--- config.mk ---
export PLATFORM = sky130hd
export DESIGN_NAME = afc_output_format_cfg
export DESIGN_NICKNAME = d
export VERILOG_FILES = /design/src/core/afc_pkg.sv /design/src/core/afc_pat_if.sv /design/src/core/afc_pattern_gen.sv /design/src/core/afc_output_format_cfg.sv
export VERILOG_INCLUDE_DIRS = /design/src /design/src/core
export SDC_FILE = /design/constraint.sdc
export NUM_CORES = 1
export LEC_CHECK = 0
export ABC_AREA = 0
export BUFFER_PORTS_ARGS = -buffer_cell sky130_fd_sc_hd__buf_4
export CORE_UTILIZATION = 35
export DETAILED_ROUTE_END_ITERATION = 6
export PLACE_DENSITY = 0.53
export REMOVE_ABC_BUFFERS = 1
export SLEW_MARGIN = 20
export SYNTH_ARGS = -nofsm -noshare
export SYNTH_HDL_FRONTEND = slang
export SYNTH_SLANG_ARGS = --single-unit
export TNS_END_PERCENT = 5
--- constraint.sdc ---
create_clock -name core_clk_in -period 2.6 [get_ports core_clk_in]
set_input_delay 0.52 -clock core_clk_in [delete_from_list [all_inputs] [get_ports core_clk_in]]
set_output_delay 0.52 -clock core_clk_in [all_outputs]
set_load 0.02 [all_outputs]
--- src/core/afc_defines.svh ---
// Constants for the output format configuration bank
// Notes on behaviour
// - A high-then-low pulse on load trigger bit 0 reloads configuration.
// - Channel B selector bits 7:5: 000 normal, 010 ramp, 011 constant.
// - Channel A selector bits 4:2: 000 normal, 010 ramp, 011 constant.
// - Ramp mode adds the 18-bit pattern value to every successive sample.
// - Constant mode repeats the pattern value, aligned to the word's top end.
// - Pattern value bits 17:16 at 0x16, 15:8 at 0x15, 7:0 at 0x14.
// - Frame clock setup: source bit 7, divide bit 4, toggle bit 0, rest zero.
// - Swing register bit 6 set reduces serial output swing; clear restores full.
// - Resolution bit 7 enables the width trim block; not needed for 20 bits.
// - Resolution bit 6 set selects a 20-bit output word.
// - Width choice bits 5:3: 000 18 bits, 001 16 bits, 010 14 bits.
// - With DSP path off, width choice acts only while trim enable is 1.
// - DSP path enable lets width choice act without trim enable; frame clock bits pass through unchanged.
`ifndef AFC_DEFINES_SVH
`define AFC_DEFINES_SVH

`define AFC_OFS_LOAD 7'h13
`define AFC_OFS_PAT_LOW 7'h14
`define AFC_OFS_PAT_MID 7'h15
`define AFC_OFS_PAT_HIGH 7'h16
`define AFC_OFS_FRAME_CLK 7'h19
`define AFC_OFS_SWING 7'h1a
`define AFC_OFS_RESOLUTION 7'h1b

`define AFC_REG_RESET 8'h00
`define AFC_BIT_LOAD 0
`define AFC_BIT_FRAME_CLK_SOURCE 7
`define AFC_BIT_FRAME_CLK_DIVIDE 4
`define AFC_BIT_FRAME_CLOCK_TOG 0
`define AFC_BIT_SWING 6
`define AFC_BIT_TRIM_ON 7
`define AFC_BIT_WIDE_ON 6
`define AFC_WCH_HI 5
`define AFC_WCH_LO 3
`define AFC_PB_HI 7
`define AFC_PB_LO 5
`define AFC_PA_HI 4
`define AFC_PA_LO 2
`define AFC_PV_HI_HI 1
`define AFC_PV_HI_LO 0

`define AFC_MODE_NORMAL 3'h0
`define AFC_MODE_RAMP 3'h2
`define AFC_MODE_CONST 3'h3
`define AFC_WCH_18 3'h0
`define AFC_WCH_16 3'h1
`define AFC_WCH_14 3'h2

`define AFC_MASK_20 20'hf_ffff
`define AFC_MASK_18 20'hf_fffc
`define AFC_MASK_16 20'hf_fff0
`define AFC_MASK_14 20'hf_ffc0

`define AFC_SPI_FRAME_BITS 5'h10
`define AFC_SPI_ADDR_BITS 5'h08
`define AFC_SPI_ZERO_PAD 2'h0

`endif

--- src/core/afc_pkg.sv ---
// Types shared by the output format configuration bank
package afc_pkg;
  typedef logic [17:0] afc_sample_t;
  typedef logic [19:0] afc_word_t;
  typedef logic [7:0] afc_byte_t;
  typedef logic [2:0] afc_mode_t;
endpackage : afc_pkg

--- src/core/afc_pat_if.sv ---
// Carrier between the register bank and a channel pattern generator
interface afc_pat_if;
  import afc_pkg::*;
  afc_mode_t mode;
  afc_sample_t value;
  logic sample_valid;
  modport src (output mode, output value, output sample_valid);
  modport gen (input mode, input value, input sample_valid);
endinterface : afc_pat_if

--- src/core/afc_pattern_gen.sv ---
// Per-channel test pattern generator: normal, ramp or constant
`include "afc_defines.svh"
module afc_pattern_gen (
  // Clock and reset
  input wire logic core_clk_in,
  input wire logic rst_n_in,
  // Settings and sample strobe
  afc_pat_if.gen pat,
  // Converter sample
  input wire afc_pkg::afc_sample_t adc_sample_in,
  // Selected sample
  output afc_pkg::afc_sample_t sample_out
);
  import afc_pkg::*;

  afc_sample_t acc_reg;
  afc_sample_t sample_reg;

  // Ramp restarts from zero whenever another mode is picked
  always_ff @(posedge core_clk_in) begin
    if (!rst_n_in) begin
      acc_reg <= '0;
    end else if (pat.mode != `AFC_MODE_RAMP) begin
      acc_reg <= '0;
    end else if (pat.sample_valid) begin
      acc_reg <= acc_reg + pat.value;
    end
  end

  always_ff @(posedge core_clk_in) begin
    if (!rst_n_in) begin
      sample_reg <= '0;
    end else if (pat.sample_valid) begin
      unique case (pat.mode)
        `AFC_MODE_RAMP: sample_reg <= acc_reg;
        `AFC_MODE_CONST: sample_reg <= pat.value;
        default: sample_reg <= adc_sample_in;
      endcase
    end
  end

  assign sample_out = sample_reg;

  AST_RAMP_STEP: assert property (@(posedge core_clk_in) disable iff (!rst_n_in)
    (pat.mode == `AFC_MODE_RAMP && pat.sample_valid)
      |=> acc_reg == afc_sample_t'($past(acc_reg) + $past(pat.value)))
    else $error("ramp accumulator did not advance by the step");

  AST_RAMP_OUT: assert property (@(posedge core_clk_in) disable iff (!rst_n_in)
    (pat.mode == `AFC_MODE_RAMP && pat.sample_valid) |=> sample_out == $past(acc_reg))
    else $error("ramp sample not taken from the accumulator");

  AST_RAMP_WRAP: assert property (@(posedge core_clk_in) disable iff (!rst_n_in)
    (pat.mode == `AFC_MODE_RAMP && pat.sample_valid && afc_sample_t'(acc_reg + pat.value) < acc_reg)
      |=> acc_reg < $past(acc_reg))
    else $error("ramp accumulator did not wrap");

  AST_CONST_HOLD: assert property (@(posedge core_clk_in) disable iff (!rst_n_in)
    (pat.mode == `AFC_MODE_CONST && pat.sample_valid) |=> sample_out == $past(pat.value))
    else $error("constant pattern not output");
endmodule : afc_pattern_gen

--- src/core/afc_output_format_cfg.sv ---
// Output format configuration bank with serial register port and pattern paths
`include "afc_defines.svh"
module afc_output_format_cfg (
  // Clock and reset
  input wire logic core_clk_in,
  input wire logic rst_n_in,
  // Serial register port
  input wire logic spi_sclk_in,
  input wire logic spi_sen_n_in,
  input wire logic spi_sdi_in,
  output logic spi_sdo_out,
  // Data path state from elsewhere in the device
  input wire logic dsp_path_on_in,
  input wire logic sample_valid_in,
  input wire afc_pkg::afc_sample_t adc_a_sample_in,
  input wire afc_pkg::afc_sample_t adc_b_sample_in,
  // Formatted output words
  output afc_pkg::afc_word_t out_a_word_out,
  output afc_pkg::afc_word_t out_b_word_out,
  // Configuration effects
  output logic config_load_pulse_out,
  output logic frame_clk_source_out,
  output logic frame_clk_divide_out,
  output logic frame_clk_toggle_out,
  output logic half_swing_out,
  output logic wide_output_out
);
  import afc_pkg::*;

  // Register storage; only documented fields are kept, the rest read zero
  logic config_load_trigger_reg;
  afc_byte_t test_pattern_low_reg;
  afc_byte_t test_pattern_mid_reg;
  logic [1:0] pattern_value_top_reg;
  afc_mode_t pattern_a_select_reg;
  afc_mode_t pattern_b_select_reg;
  logic frame_clk_source_reg;
  logic frame_clk_divide_reg;
  logic frame_clk_toggle_reg;
  logic half_swing_reg;
  logic width_trim_on_reg;
  logic wide_output_on_reg;
  afc_mode_t width_choice_reg;

  // Serial port, load edge and output word state
  logic sclk_prev_reg;
  logic [4:0] bit_cnt_reg;
  logic [15:0] shift_reg;
  afc_byte_t sdo_shift_reg;
  logic load_prev_reg;
  logic load_pulse_reg;
  afc_word_t out_a_reg;
  afc_word_t out_b_reg;

  logic sclk_rise;
  logic sclk_fall;
  logic [15:0] shift_next;
  logic wr_en;
  logic [6:0] wr_addr;
  afc_byte_t wr_data;
  logic [6:0] rd_addr;
  afc_byte_t rd_data;
  afc_sample_t pattern_value;
  afc_sample_t sample_a;
  afc_sample_t sample_b;
  afc_word_t trim_mask;

  // Frame: read flag, 7-bit address, 8 data bits, most significant first
  assign sclk_rise = spi_sclk_in && !sclk_prev_reg && !spi_sen_n_in;
  assign sclk_fall = !spi_sclk_in && sclk_prev_reg && !spi_sen_n_in;
  assign shift_next = {shift_reg[14:0], spi_sdi_in};
  assign wr_en = sclk_rise && (bit_cnt_reg == `AFC_SPI_FRAME_BITS - 5'h01) && !shift_reg[14];
  assign wr_addr = shift_next[14:8];
  assign wr_data = shift_next[7:0];
  assign rd_addr = shift_next[6:0];

  always_ff @(posedge core_clk_in) begin
    if (!rst_n_in) begin
      sclk_prev_reg <= 1'b0;
    end else begin
      sclk_prev_reg <= spi_sclk_in;
    end
  end

  always_ff @(posedge core_clk_in) begin
    if (!rst_n_in) begin
      bit_cnt_reg <= '0;
      shift_reg <= '0;
    end else if (spi_sen_n_in) begin
      bit_cnt_reg <= '0;
    end else if (sclk_rise && bit_cnt_reg != `AFC_SPI_FRAME_BITS) begin
      bit_cnt_reg <= bit_cnt_reg + 5'h01;
      shift_reg <= shift_next;
    end
  end

  // Readback is loaded after the address and shifted out on falling edges
  always_ff @(posedge core_clk_in) begin
    if (!rst_n_in) begin
      sdo_shift_reg <= '0;
    end else if (sclk_rise && bit_cnt_reg == `AFC_SPI_ADDR_BITS - 5'h01) begin
      sdo_shift_reg <= shift_next[7] ? rd_data : `AFC_REG_RESET;
    end else if (sclk_fall && bit_cnt_reg > `AFC_SPI_ADDR_BITS) begin
      sdo_shift_reg <= {sdo_shift_reg[6:0], 1'b0};
    end
  end

  assign spi_sdo_out = sdo_shift_reg[7];

  always_comb begin
    rd_data = `AFC_REG_RESET;
    unique case (rd_addr)
      `AFC_OFS_LOAD: rd_data[`AFC_BIT_LOAD] = config_load_trigger_reg;
      `AFC_OFS_PAT_LOW: rd_data = test_pattern_low_reg;
      `AFC_OFS_PAT_MID: rd_data = test_pattern_mid_reg;
      `AFC_OFS_PAT_HIGH: rd_data = {pattern_b_select_reg, pattern_a_select_reg, pattern_value_top_reg};
      `AFC_OFS_FRAME_CLK: begin
        rd_data[`AFC_BIT_FRAME_CLK_SOURCE] = frame_clk_source_reg;
        rd_data[`AFC_BIT_FRAME_CLK_DIVIDE] = frame_clk_divide_reg;
        rd_data[`AFC_BIT_FRAME_CLOCK_TOG] = frame_clk_toggle_reg;
      end
      `AFC_OFS_SWING: rd_data[`AFC_BIT_SWING] = half_swing_reg;
      `AFC_OFS_RESOLUTION: begin
        rd_data[`AFC_BIT_TRIM_ON] = width_trim_on_reg;
        rd_data[`AFC_BIT_WIDE_ON] = wide_output_on_reg;
        rd_data[`AFC_WCH_HI:`AFC_WCH_LO] = width_choice_reg;
      end
      default: rd_data = `AFC_REG_RESET;
    endcase
  end

  always_ff @(posedge core_clk_in) begin
    if (!rst_n_in) begin
      config_load_trigger_reg <= 1'b0;
    end else if (wr_en && wr_addr == `AFC_OFS_LOAD) begin
      config_load_trigger_reg <= wr_data[`AFC_BIT_LOAD];
    end
  end

  always_ff @(posedge core_clk_in) begin
    if (!rst_n_in) begin
      test_pattern_low_reg <= `AFC_REG_RESET;
      test_pattern_mid_reg <= `AFC_REG_RESET;
      pattern_value_top_reg <= '0;
      pattern_a_select_reg <= `AFC_MODE_NORMAL;
      pattern_b_select_reg <= `AFC_MODE_NORMAL;
    end else if (wr_en) begin
      if (wr_addr == `AFC_OFS_PAT_LOW) begin
        test_pattern_low_reg <= wr_data;
      end
      if (wr_addr == `AFC_OFS_PAT_MID) begin
        test_pattern_mid_reg <= wr_data;
      end
      if (wr_addr == `AFC_OFS_PAT_HIGH) begin
        pattern_value_top_reg <= wr_data[`AFC_PV_HI_HI:`AFC_PV_HI_LO];
        pattern_b_select_reg <= wr_data[`AFC_PB_HI:`AFC_PB_LO];
        pattern_a_select_reg <= wr_data[`AFC_PA_HI:`AFC_PA_LO];
      end
    end
  end

  always_ff @(posedge core_clk_in) begin
    if (!rst_n_in) begin
      frame_clk_source_reg <= 1'b0;
      frame_clk_divide_reg <= 1'b0;
      frame_clk_toggle_reg <= 1'b0;
    end else if (wr_en && wr_addr == `AFC_OFS_FRAME_CLK) begin
      frame_clk_source_reg <= wr_data[`AFC_BIT_FRAME_CLK_SOURCE];
      frame_clk_divide_reg <= wr_data[`AFC_BIT_FRAME_CLK_DIVIDE];
      frame_clk_toggle_reg <= wr_data[`AFC_BIT_FRAME_CLOCK_TOG];
    end
  end

  always_ff @(posedge core_clk_in) begin
    if (!rst_n_in) begin
      half_swing_reg <= 1'b0;
    end else if (wr_en && wr_addr == `AFC_OFS_SWING) begin
      half_swing_reg <= wr_data[`AFC_BIT_SWING];
    end
  end

  always_ff @(posedge core_clk_in) begin
    if (!rst_n_in) begin
      width_trim_on_reg <= 1'b0;
      wide_output_on_reg <= 1'b0;
      width_choice_reg <= `AFC_WCH_18;
    end else if (wr_en && wr_addr == `AFC_OFS_RESOLUTION) begin
      width_trim_on_reg <= wr_data[`AFC_BIT_TRIM_ON];
      wide_output_on_reg <= wr_data[`AFC_BIT_WIDE_ON];
      width_choice_reg <= wr_data[`AFC_WCH_HI:`AFC_WCH_LO];
    end
  end

  // The host owns the one-millisecond hold; the device acts on the falling edge only
  always_ff @(posedge core_clk_in) begin
    if (!rst_n_in) begin
      load_prev_reg <= 1'b0;
      load_pulse_reg <= 1'b0;
    end else begin
      load_prev_reg <= config_load_trigger_reg;
      load_pulse_reg <= load_prev_reg && !config_load_trigger_reg;
    end
  end

  assign config_load_pulse_out = load_pulse_reg;
  // Host picks these per DSP and lane mode; the device passes them on
  assign frame_clk_source_out = frame_clk_source_reg;
  assign frame_clk_divide_out = frame_clk_divide_reg;
  assign frame_clk_toggle_out = frame_clk_toggle_reg;
  assign half_swing_out = half_swing_reg;
  assign wide_output_out = wide_output_on_reg;
  assign pattern_value = {pattern_value_top_reg, test_pattern_mid_reg, test_pattern_low_reg};

  afc_pat_if pat_a ();
  afc_pat_if pat_b ();
  assign pat_a.mode = pattern_a_select_reg;
  assign pat_a.value = pattern_value;
  assign pat_a.sample_valid = sample_valid_in;
  assign pat_b.mode = pattern_b_select_reg;
  assign pat_b.value = pattern_value;
  assign pat_b.sample_valid = sample_valid_in;

  afc_pattern_gen gen_a (
    .core_clk_in(core_clk_in),
    .rst_n_in(rst_n_in),
    .pat(pat_a.gen),
    .adc_sample_in(adc_a_sample_in),
    .sample_out(sample_a)
  );

  afc_pattern_gen gen_b (
    .core_clk_in(core_clk_in),
    .rst_n_in(rst_n_in),
    .pat(pat_b.gen),
    .adc_sample_in(adc_b_sample_in),
    .sample_out(sample_b)
  );

  // Twenty-bit mode bypasses the trim block; a reserved code keeps 18 bits
  always_comb begin
    trim_mask = `AFC_MASK_18;
    if (wide_output_on_reg) begin
      trim_mask = `AFC_MASK_20;
    end else if (dsp_path_on_in || width_trim_on_reg) begin
      unique case (width_choice_reg)
        `AFC_WCH_16: trim_mask = `AFC_MASK_16;
        `AFC_WCH_14: trim_mask = `AFC_MASK_14;
        default: trim_mask = `AFC_MASK_18;
      endcase
    end
  end

  // Samples sit at the top of the word so narrower widths drop LSBs
  always_ff @(posedge core_clk_in) begin
    if (!rst_n_in) begin
      out_a_reg <= '0;
      out_b_reg <= '0;
    end else begin
      out_a_reg <= {sample_a, `AFC_SPI_ZERO_PAD} & trim_mask;
      out_b_reg <= {sample_b, `AFC_SPI_ZERO_PAD} & trim_mask;
    end
  end

  assign out_a_word_out = out_a_reg;
  assign out_b_word_out = out_b_reg;

  AST_LOAD_PULSE: assert property (@(posedge core_clk_in) disable iff (!rst_n_in)
    $fell(config_load_trigger_reg) |=> config_load_pulse_out ##1 !config_load_pulse_out)
    else $error("load pulse missing after trigger cleared");

  AST_LOAD_ONLY_ON_FALL: assert property (@(posedge core_clk_in) disable iff (!rst_n_in)
    config_load_pulse_out |-> $past(config_load_trigger_reg, 2) && !$past(config_load_trigger_reg))
    else $error("load pulse without a falling trigger");

  AST_FRAME_CLOCK_WRITE: assert property (@(posedge core_clk_in) disable iff (!rst_n_in)
    (wr_en && wr_addr == `AFC_OFS_FRAME_CLK) |=> frame_clk_source_out == $past(wr_data[`AFC_BIT_FRAME_CLK_SOURCE])
      && frame_clk_divide_out == $past(wr_data[`AFC_BIT_FRAME_CLK_DIVIDE])
      && frame_clk_toggle_out == $past(wr_data[`AFC_BIT_FRAME_CLOCK_TOG]))
    else $error("frame clock fields misplaced");

  AST_SWING: assert property (@(posedge core_clk_in) disable iff (!rst_n_in)
    (wr_en && wr_addr == `AFC_OFS_SWING) |=> half_swing_out == $past(wr_data[`AFC_BIT_SWING]))
    else $error("swing bit not taken from bit 6");

  AST_WIDE_FULL: assert property (@(posedge core_clk_in) disable iff (!rst_n_in)
    wide_output_on_reg |=> out_a_word_out == {$past(sample_a), 2'b00})
    else $error("20-bit word was trimmed");

  AST_TRIM_GATED: assert property (@(posedge core_clk_in) disable iff (!rst_n_in)
    (!dsp_path_on_in && !width_trim_on_reg && !wide_output_on_reg) |=> out_b_word_out[3:2] == $past(sample_b[1:0]))
    else $error("width choice applied without trim enable");

  AST_TRIM_14: assert property (@(posedge core_clk_in) disable iff (!rst_n_in)
    (width_trim_on_reg && !wide_output_on_reg && width_choice_reg == `AFC_WCH_14) |=> out_a_word_out[5:0] == 6'h00)
    else $error("14-bit word has low bits set");

  AST_PAT_VALUE: assert property (@(posedge core_clk_in) disable iff (!rst_n_in)
    (wr_en && wr_addr == `AFC_OFS_PAT_HIGH) |=> pattern_value[17:16] == $past(wr_data[1:0])
      && pattern_a_select_reg == $past(wr_data[4:2]) && pattern_b_select_reg == $past(wr_data[7:5]))
    else $error("pattern high register misassembled");
endmodule : afc_output_format_cfg

==> results of run 1 <==
[layout make-up]
cell class | instances | area share
clock buffers | 18 | 0.0421
multi-input cells | 764 | 0.476
flip-flops and latches | 173 | 0.332
inverters | 12 | 0.00432
repair buffers | 122 | 0.0890
well taps | 324 | 0.0389
clock inverters | 14 | 0.0173
[cells in the mapped netlist, types with 3 or more instances]
library cell | number | area share
o31ai_1 | 3 | 0.0026
a21o_1 | 13 | 0.011
nor2b_1 | 5 | 0.0036
o21bai_1 | 3 | 0.0026
a211o_1 | 5 | 0.0050
nand2_1 | 75 | 0.032
nand3b_1 | 3 | 0.0026
a22o_1 | 4 | 0.0040
a31o_2 | 6 | 0.0060
a211oi_1 | 7 | 0.0060
xor2_1 | 6 | 0.0060
buf_1 | 9 | 0.0039
xnor2_1 | 18 | 0.018
clkbuf_1 | 45 | 0.019
mux2i_1 | 114 | 0.13
nand4_1 | 5 | 0.0036
clkbuf_2 | 3 | 0.0017
a31oi_1 | 6 | 0.0043
nor2_1 | 126 | 0.054
ha_1 | 37 | 0.053
buf_2 | 5 | 0.0029
a32oi_1 | 4 | 0.0040
and2_1 | 41 | 0.029
dfxtp_1 | 173 | 0.40
nand3_1 | 25 | 0.014
nor3_1 | 11 | 0.0063
inv_1 | 11 | 0.0047
o211ai_1 | 3 | 0.0026
nand2b_1 | 11 | 0.0079
and3_1 | 3 | 0.0021
mux2_2 | 3 | 0.0039
a21oi_1 | 100 | 0.057
o21ai_0 | 74 | 0.042
a221oi_1 | 3 | 0.0030
nor3b_1 | 3 | 0.0026
or3_1 | 12 | 0.0086
buf_4 | 4 | 0.0034
[cell families after synthesis]
group                    Yosys count
other                              1
AO/OA/AOI/OAI                    248
multiplexers                     117
adder cells (fa/ha/maj)           39
buffers and inverters             80
flip-flops                       173
AND/OR/NAND/NOR                  332
XOR/XNOR                          24
[power by group]
part	internal, mW	switching, mW
Clock	1.56	1.14
Sequential	2.71	0.0258
Combinational	0.146	0.179
[cells in the final DEF, fill, tap and decap left out, types with 5 or more instances in the layout]
master / netlist / final
inv_6: 0 / 5
and2_1: 41 / 41
nand3_1: 25 / 25
nand2_1: 75 / 75
nor3_1: 11 / 11
nand2b_1: 11 / 11
mux2i_1: 114 / 114
a21oi_1: 100 / 97
a211oi_1: 7 / 7
or3_1: 12 / 12
nor2b_1: 5 / 5
a31o_2: 6 / 6
a211o_1: 5 / 5
clkbuf_16: 0 / 17
nor2_1: 126 / 126
a21o_1: 13 / 13
xor2_1: 6 / 6
o21ai_0: 74 / 74
a31oi_1: 6 / 6
xnor2_1: 18 / 18
buf_4: 4 / 121
ha_1: 37 / 36
nand4_1: 5 / 5
inv_1: 11 / 11
dfxtp_1: 173 / 172
[routing by layer]
metal / vias up / GRT usage / part of all wire
li1: 3722 / - / -
met1: 3377 / 0.246 / 0.51
met4: 0 / 0.0519 / 0.012
met2: 117 / 0.277 / 0.45
met5: - / 0 / 0
met3: 18 / 0.0332 / 0.033
[final timing paths]
check,start,to,slack [ps],cells past startpoint
worst max-delay path,test_pattern_low_reg[0]$_SDFFE_PN0P_,gen_b.acc_reg[14]$_SDFFE_PP0P_,190,9
worst min register to register,load_prev_reg$_SDFF_PN0_,config_load_pulse_out$_SDFF_PN0_,420,2
worst min-delay path,spi_sclk_in,sclk_prev_reg$_SDFF_PN0_,320,2
worst max register to register,test_pattern_low_reg[0]$_SDFFE_PN0P_,gen_b.acc_reg[14]$_SDFFE_PP0P_,190,9
[through the flow]
| step | setup WS [ps] | cell area (um^2) | power (mW) | cells | hold slack, ps |
|---|---|---|---|---|---|
| floorplan | 149 | 8450 | 2.95 | 949 | 395 |
| global placement | 59.9 | 9780 | 3.12 | 1394 | 417 |
| detailed placement | 21.7 | 9780 | 3.13 | 1394 | 419 |
| CTS | 70.8 | 10400 | 5.85 | 1426 | 302 |
| global route | 28.4 | 10400 | 5.99 | 1427 | 306 |
| finish | 188 | 10400 | 5.77 | 1427 | 316 |
[timing repair]
item,4_1_cts,5_1_grt
hold buffers,0,0
resized for setup,1,6
buffers inserted,0,1
endpoints found under the setup margin,1,7
pin swaps,0,1
==> out/results.ini, run 1 <==
[final_layout]
antennaDiodeCount=0
multi_input_area_um2=4960
syn2layout_area_growth_pct=19.3
drive_gt1_frac=0.160
nets=1172
ff_latch_area_um2=3460
fin_util=0.428
fillCellCount=2457

[synth]
synth.distinct_cells=64
syn_area_per_cell_um2=8.62
synth_warnings=0
synthArstFlopShare=0
synth_area_um2=8740
ys_seq_area_frac=0.396
synth_edf_count=0
synth-xor-area-share=0.0240
synth_top_family_by_area=simple AND/OR/NAND/NOR gates
synthAdderAreaFrac=0.0575
synth.area.mux_share=0.134
synthFlopType=dfxtp_1
syn_inst=1014
synth-simple-area-share=0.181
ys_ff_latch=173
synth_compound_area_frac=0.167

[run]
max-cap-violations=0

[sta]
period_share=0.928
drv_slew=0
setup_viol=0
timing.fmax_mhz=415
hold_violations=0
rsz0062_at_grt=no
fin_skew_ps=13.3
slew_headroom=0.529
tightestPinTransition_ps=706
fin_setup_tns_ps=0
period_minus_slack_ps=2410

[setup_path]
crit_arrival_ps=2780
slowest_stage=a2111o_1
crit_path_start_kind=flop
slowest_delay_ps=400
crit_chain=ha_1 > fa_2 > a211o_1 > o211ai_1 > a21oi_2 > a22oi_2 > nand2b_1 > a2111o_1 > nand3_1
required_ps=2970
critical_path.max_fanout=4
critPathTopFamily=compound AO/OA/AOI/OAI gates
path_buf_inv=0
endpoint_kind=flop
worstSetupPathType=reg -> reg

[floorplan]
dieWidth_um=160
core_area_um2=24400
start_util=0.358
io_pins=90
dieHeight_um=160
die_area_um2=25600
rows=57

[place]
port_buffers=85
place_hpwl_mm=15.5
gp_congestion=0.830

[clock_network]
clk_pin_slew_ps=70
numCtsBuffers=17
cts_sinks=173
h-tree-depth=4
clkLatencyLatePin_ps=430
clock_path_buffers=2
cts_tree=built
root_buffer=clkbuf_16

[pwr]
ir_drop_mv=0.349
power.density_nw_per_um2=553
p_leak_nw=4.29

[global_route]
grt_max_degree=67
first_global_vias=6855
overflow=0
grt_usage=0.177
antenna_found_initial=0
grt_pass1_wl_mm=36.1

[run_status]
outcome=complete, no violations

[route]
final_antenna_net_count=0
vias=7234
dr.pass1.iters=4
routed_wl_mm=22.0
drt-initial-drc-count=455
drcViolationCount=0
viasPerCell=5.07
wl_per_cell_um=15.4

[min_path]
holdCritPathClass=in -> reg

Power figures use the tool's default switching activity.
==> run 2: changes to the inputs <==
- CORE_ASPECT_RATIO: unset -> 1.1
- TNS_END_PERCENT: 5 -> unset
==> out/results.ini, run 2 (synthesis results as in run 1) <==
[clock_network]
h-tree-depth=4
post_cts_resize_count=0
root_buffer=clkbuf_16
cts_sinks=173
clk_pin_slew_ps=70
postCtsSetupBuffers=0
cts_tree=built
ctsHoldBuffers=0
clock_path_buffers=2
clkLatencyLatePin_ps=440
numCtsBuffers=17

[global_route]
first_global_vias=6954
grt_usage=0.181
overflow=0
antenna_found_initial=0
grt_max_degree=65
grt_pass1_wl_mm=36.8

[route]
viasPerCell=5.13
vias=7236
drcViolationCount=0
wl_per_cell_um=16.0
dr.pass1.iters=7
final_antenna_net_count=0
drt-initial-drc-count=436
routed_wl_mm=22.6

[setup_path]
critical_path.max_fanout=6
r2r-start=test_pattern_low_reg[0]$_SDFFE_PN0P_
worstSetupPathType=reg -> reg
crit_chain=ha_2 > fa_1 > a211o_1 > o211ai_1 > a21oi_2 > a22oi_2 > nand2b_1 > a2111o_1 > nand3_1
crit_arrival_ps=2820
required_ps=2970
r2r_end=gen_b.acc_reg[14]$_SDFFE_PP0P_
ff2ff_setup_slack_ps=150
endpoint_kind=flop
slowest_delay_ps=410
crit_path_start_kind=flop
slowest_stage=a2111o_1
reg2regPathDepth=9

[sta]
timing.fmax_mhz=409
fin_ws_ps=152
setup_viol=0
fin_skew_ps=14.1
holdWs_ps=298
drv_slew=0
hold_violations=0
tightestPinTransition_ps=698
slew_headroom=0.531
period_share=0.941
period_minus_slack_ps=2450

[place]
dpl_worst_slack_ps=40.2
place_hpwl_mm=16.0
gp_congestion=0.879
port_buffers=85
dpl.cell_count=1379

[min_path]
worstHoldStart=spi_sclk_in
holdCritPathClass=in -> reg
hold_depth=2
hold_end=sclk_prev_reg$_SDFF_PN0_

[final_layout]
nets=1170
mostFrequentLayoutCells=dfxtp_1, nor2_1, buf_4
ff_latch_area_um2=3460
drive_gt1_frac=0.158
stdcell_count=1411
syn2layout_area_growth_pct=18.7
fillCellCount=2511
antennaDiodeCount=0
fin_util=0.424
multi_input_area_um2=4970
final_common_cell=dfxtp_1

[floorplan]
die_area_um2=25600
start_util=0.357
io_pins=90
rows=60
dieWidth_um=153
dieHeight_um=168
core_area_um2=24500

[run]
max-cap-violations=0

[pwr]
ir_drop_mv=0.381
seq_power_share=0.484
p_comb_frac=0.058
sw_frac_of_total=0.238
p_leak_nw=4.26
power.internal_mw=4.31
p_switching_mw=1.35
power.total_mw=5.66
power.density_nw_per_um2=546
clockPowerShare=0.458

[run_status]
outcome=complete, no violations

run 2: how the worst max path moves through the flow:
stage / from / cells past startpoint / slack [ps] / to
CTS: test_pattern_low_reg[0]$_SDFFE_PN0P_ / 9 / 20 / gen_b.acc_reg[14]$_SDFFE_PP0P_
global placement: test_pattern_low_reg[0]$_SDFFE_PN0P_ / 9 / 90 / gen_b.acc_reg[14]$_SDFFE_PP0P_
finish: test_pattern_low_reg[0]$_SDFFE_PN0P_ / 9 / 150 / gen_b.acc_reg[14]$_SDFFE_PP0P_
global route: test_pattern_low_reg[0]$_SDFFE_PN0P_ / 10 / -0.05 / gen_b.acc_reg[10]$_SDFFE_PP0P_
detailed placement: test_pattern_low_reg[0]$_SDFFE_PN0P_ / 9 / 40 / gen_b.acc_reg[14]$_SDFFE_PP0P_
floorplan: bit_cnt_reg[0]$_SDFFE_PP0P_ / 7 / 150 / pat_a.mode[0]$_SDFFE_PN0P_
run 2: layout make-up:
cell class	instances	area share
Multi-Input combinational cell	764	0.479
Clock inverter	14	0.0151
Tap cell	310	0.0374
Inverter	12	0.00434
Sequential cell	173	0.334
Timing Repair Buffer	120	0.0880
Clock buffer	18	0.0423
run 2: metal layers:
layer  track usage  share of wire  up-vias
met5             0              0        -
met4        0.0487          0.011        0
met3        0.0321          0.024       16
met2         0.305           0.48       96
met1         0.239           0.49     3398
li1              -              -     3726
run 2: worst max-delay path: cells and delay by family (launching register included):
family,cells,cell delay (ps)
AND/OR/NAND/NOR,2,170
adder cells (fa/ha/maj),2,600
flip-flops,1,360
AO/OA/AOI/OAI,5,1260
run 2: metrics by stage:
stage / area [um^2] / setup TNS (ps)
3_3_place_gp: 9750 / 0
3_5_place_dp: 9750 / 0
2_1_floorplan: 8450 / 0
6_report: 10400 / 0
4_1_cts: 10300 / 0
5_1_grt: 10400 / -0.0526
run 2: power by group through the flow:
| stage | clock network (mW) | registers (mW) | logic, mW |
|---|---|---|---|
| floorplan | 0 | 2.83 | 0.125 |
| global placement | 0 | 2.80 | 0.330 |
| detailed placement | 0 | 2.80 | 0.331 |
| CTS | 2.68 | 2.74 | 0.333 |
| global route | 2.79 | 2.75 | 0.362 |
| finish | 2.59 | 2.74 | 0.328 |
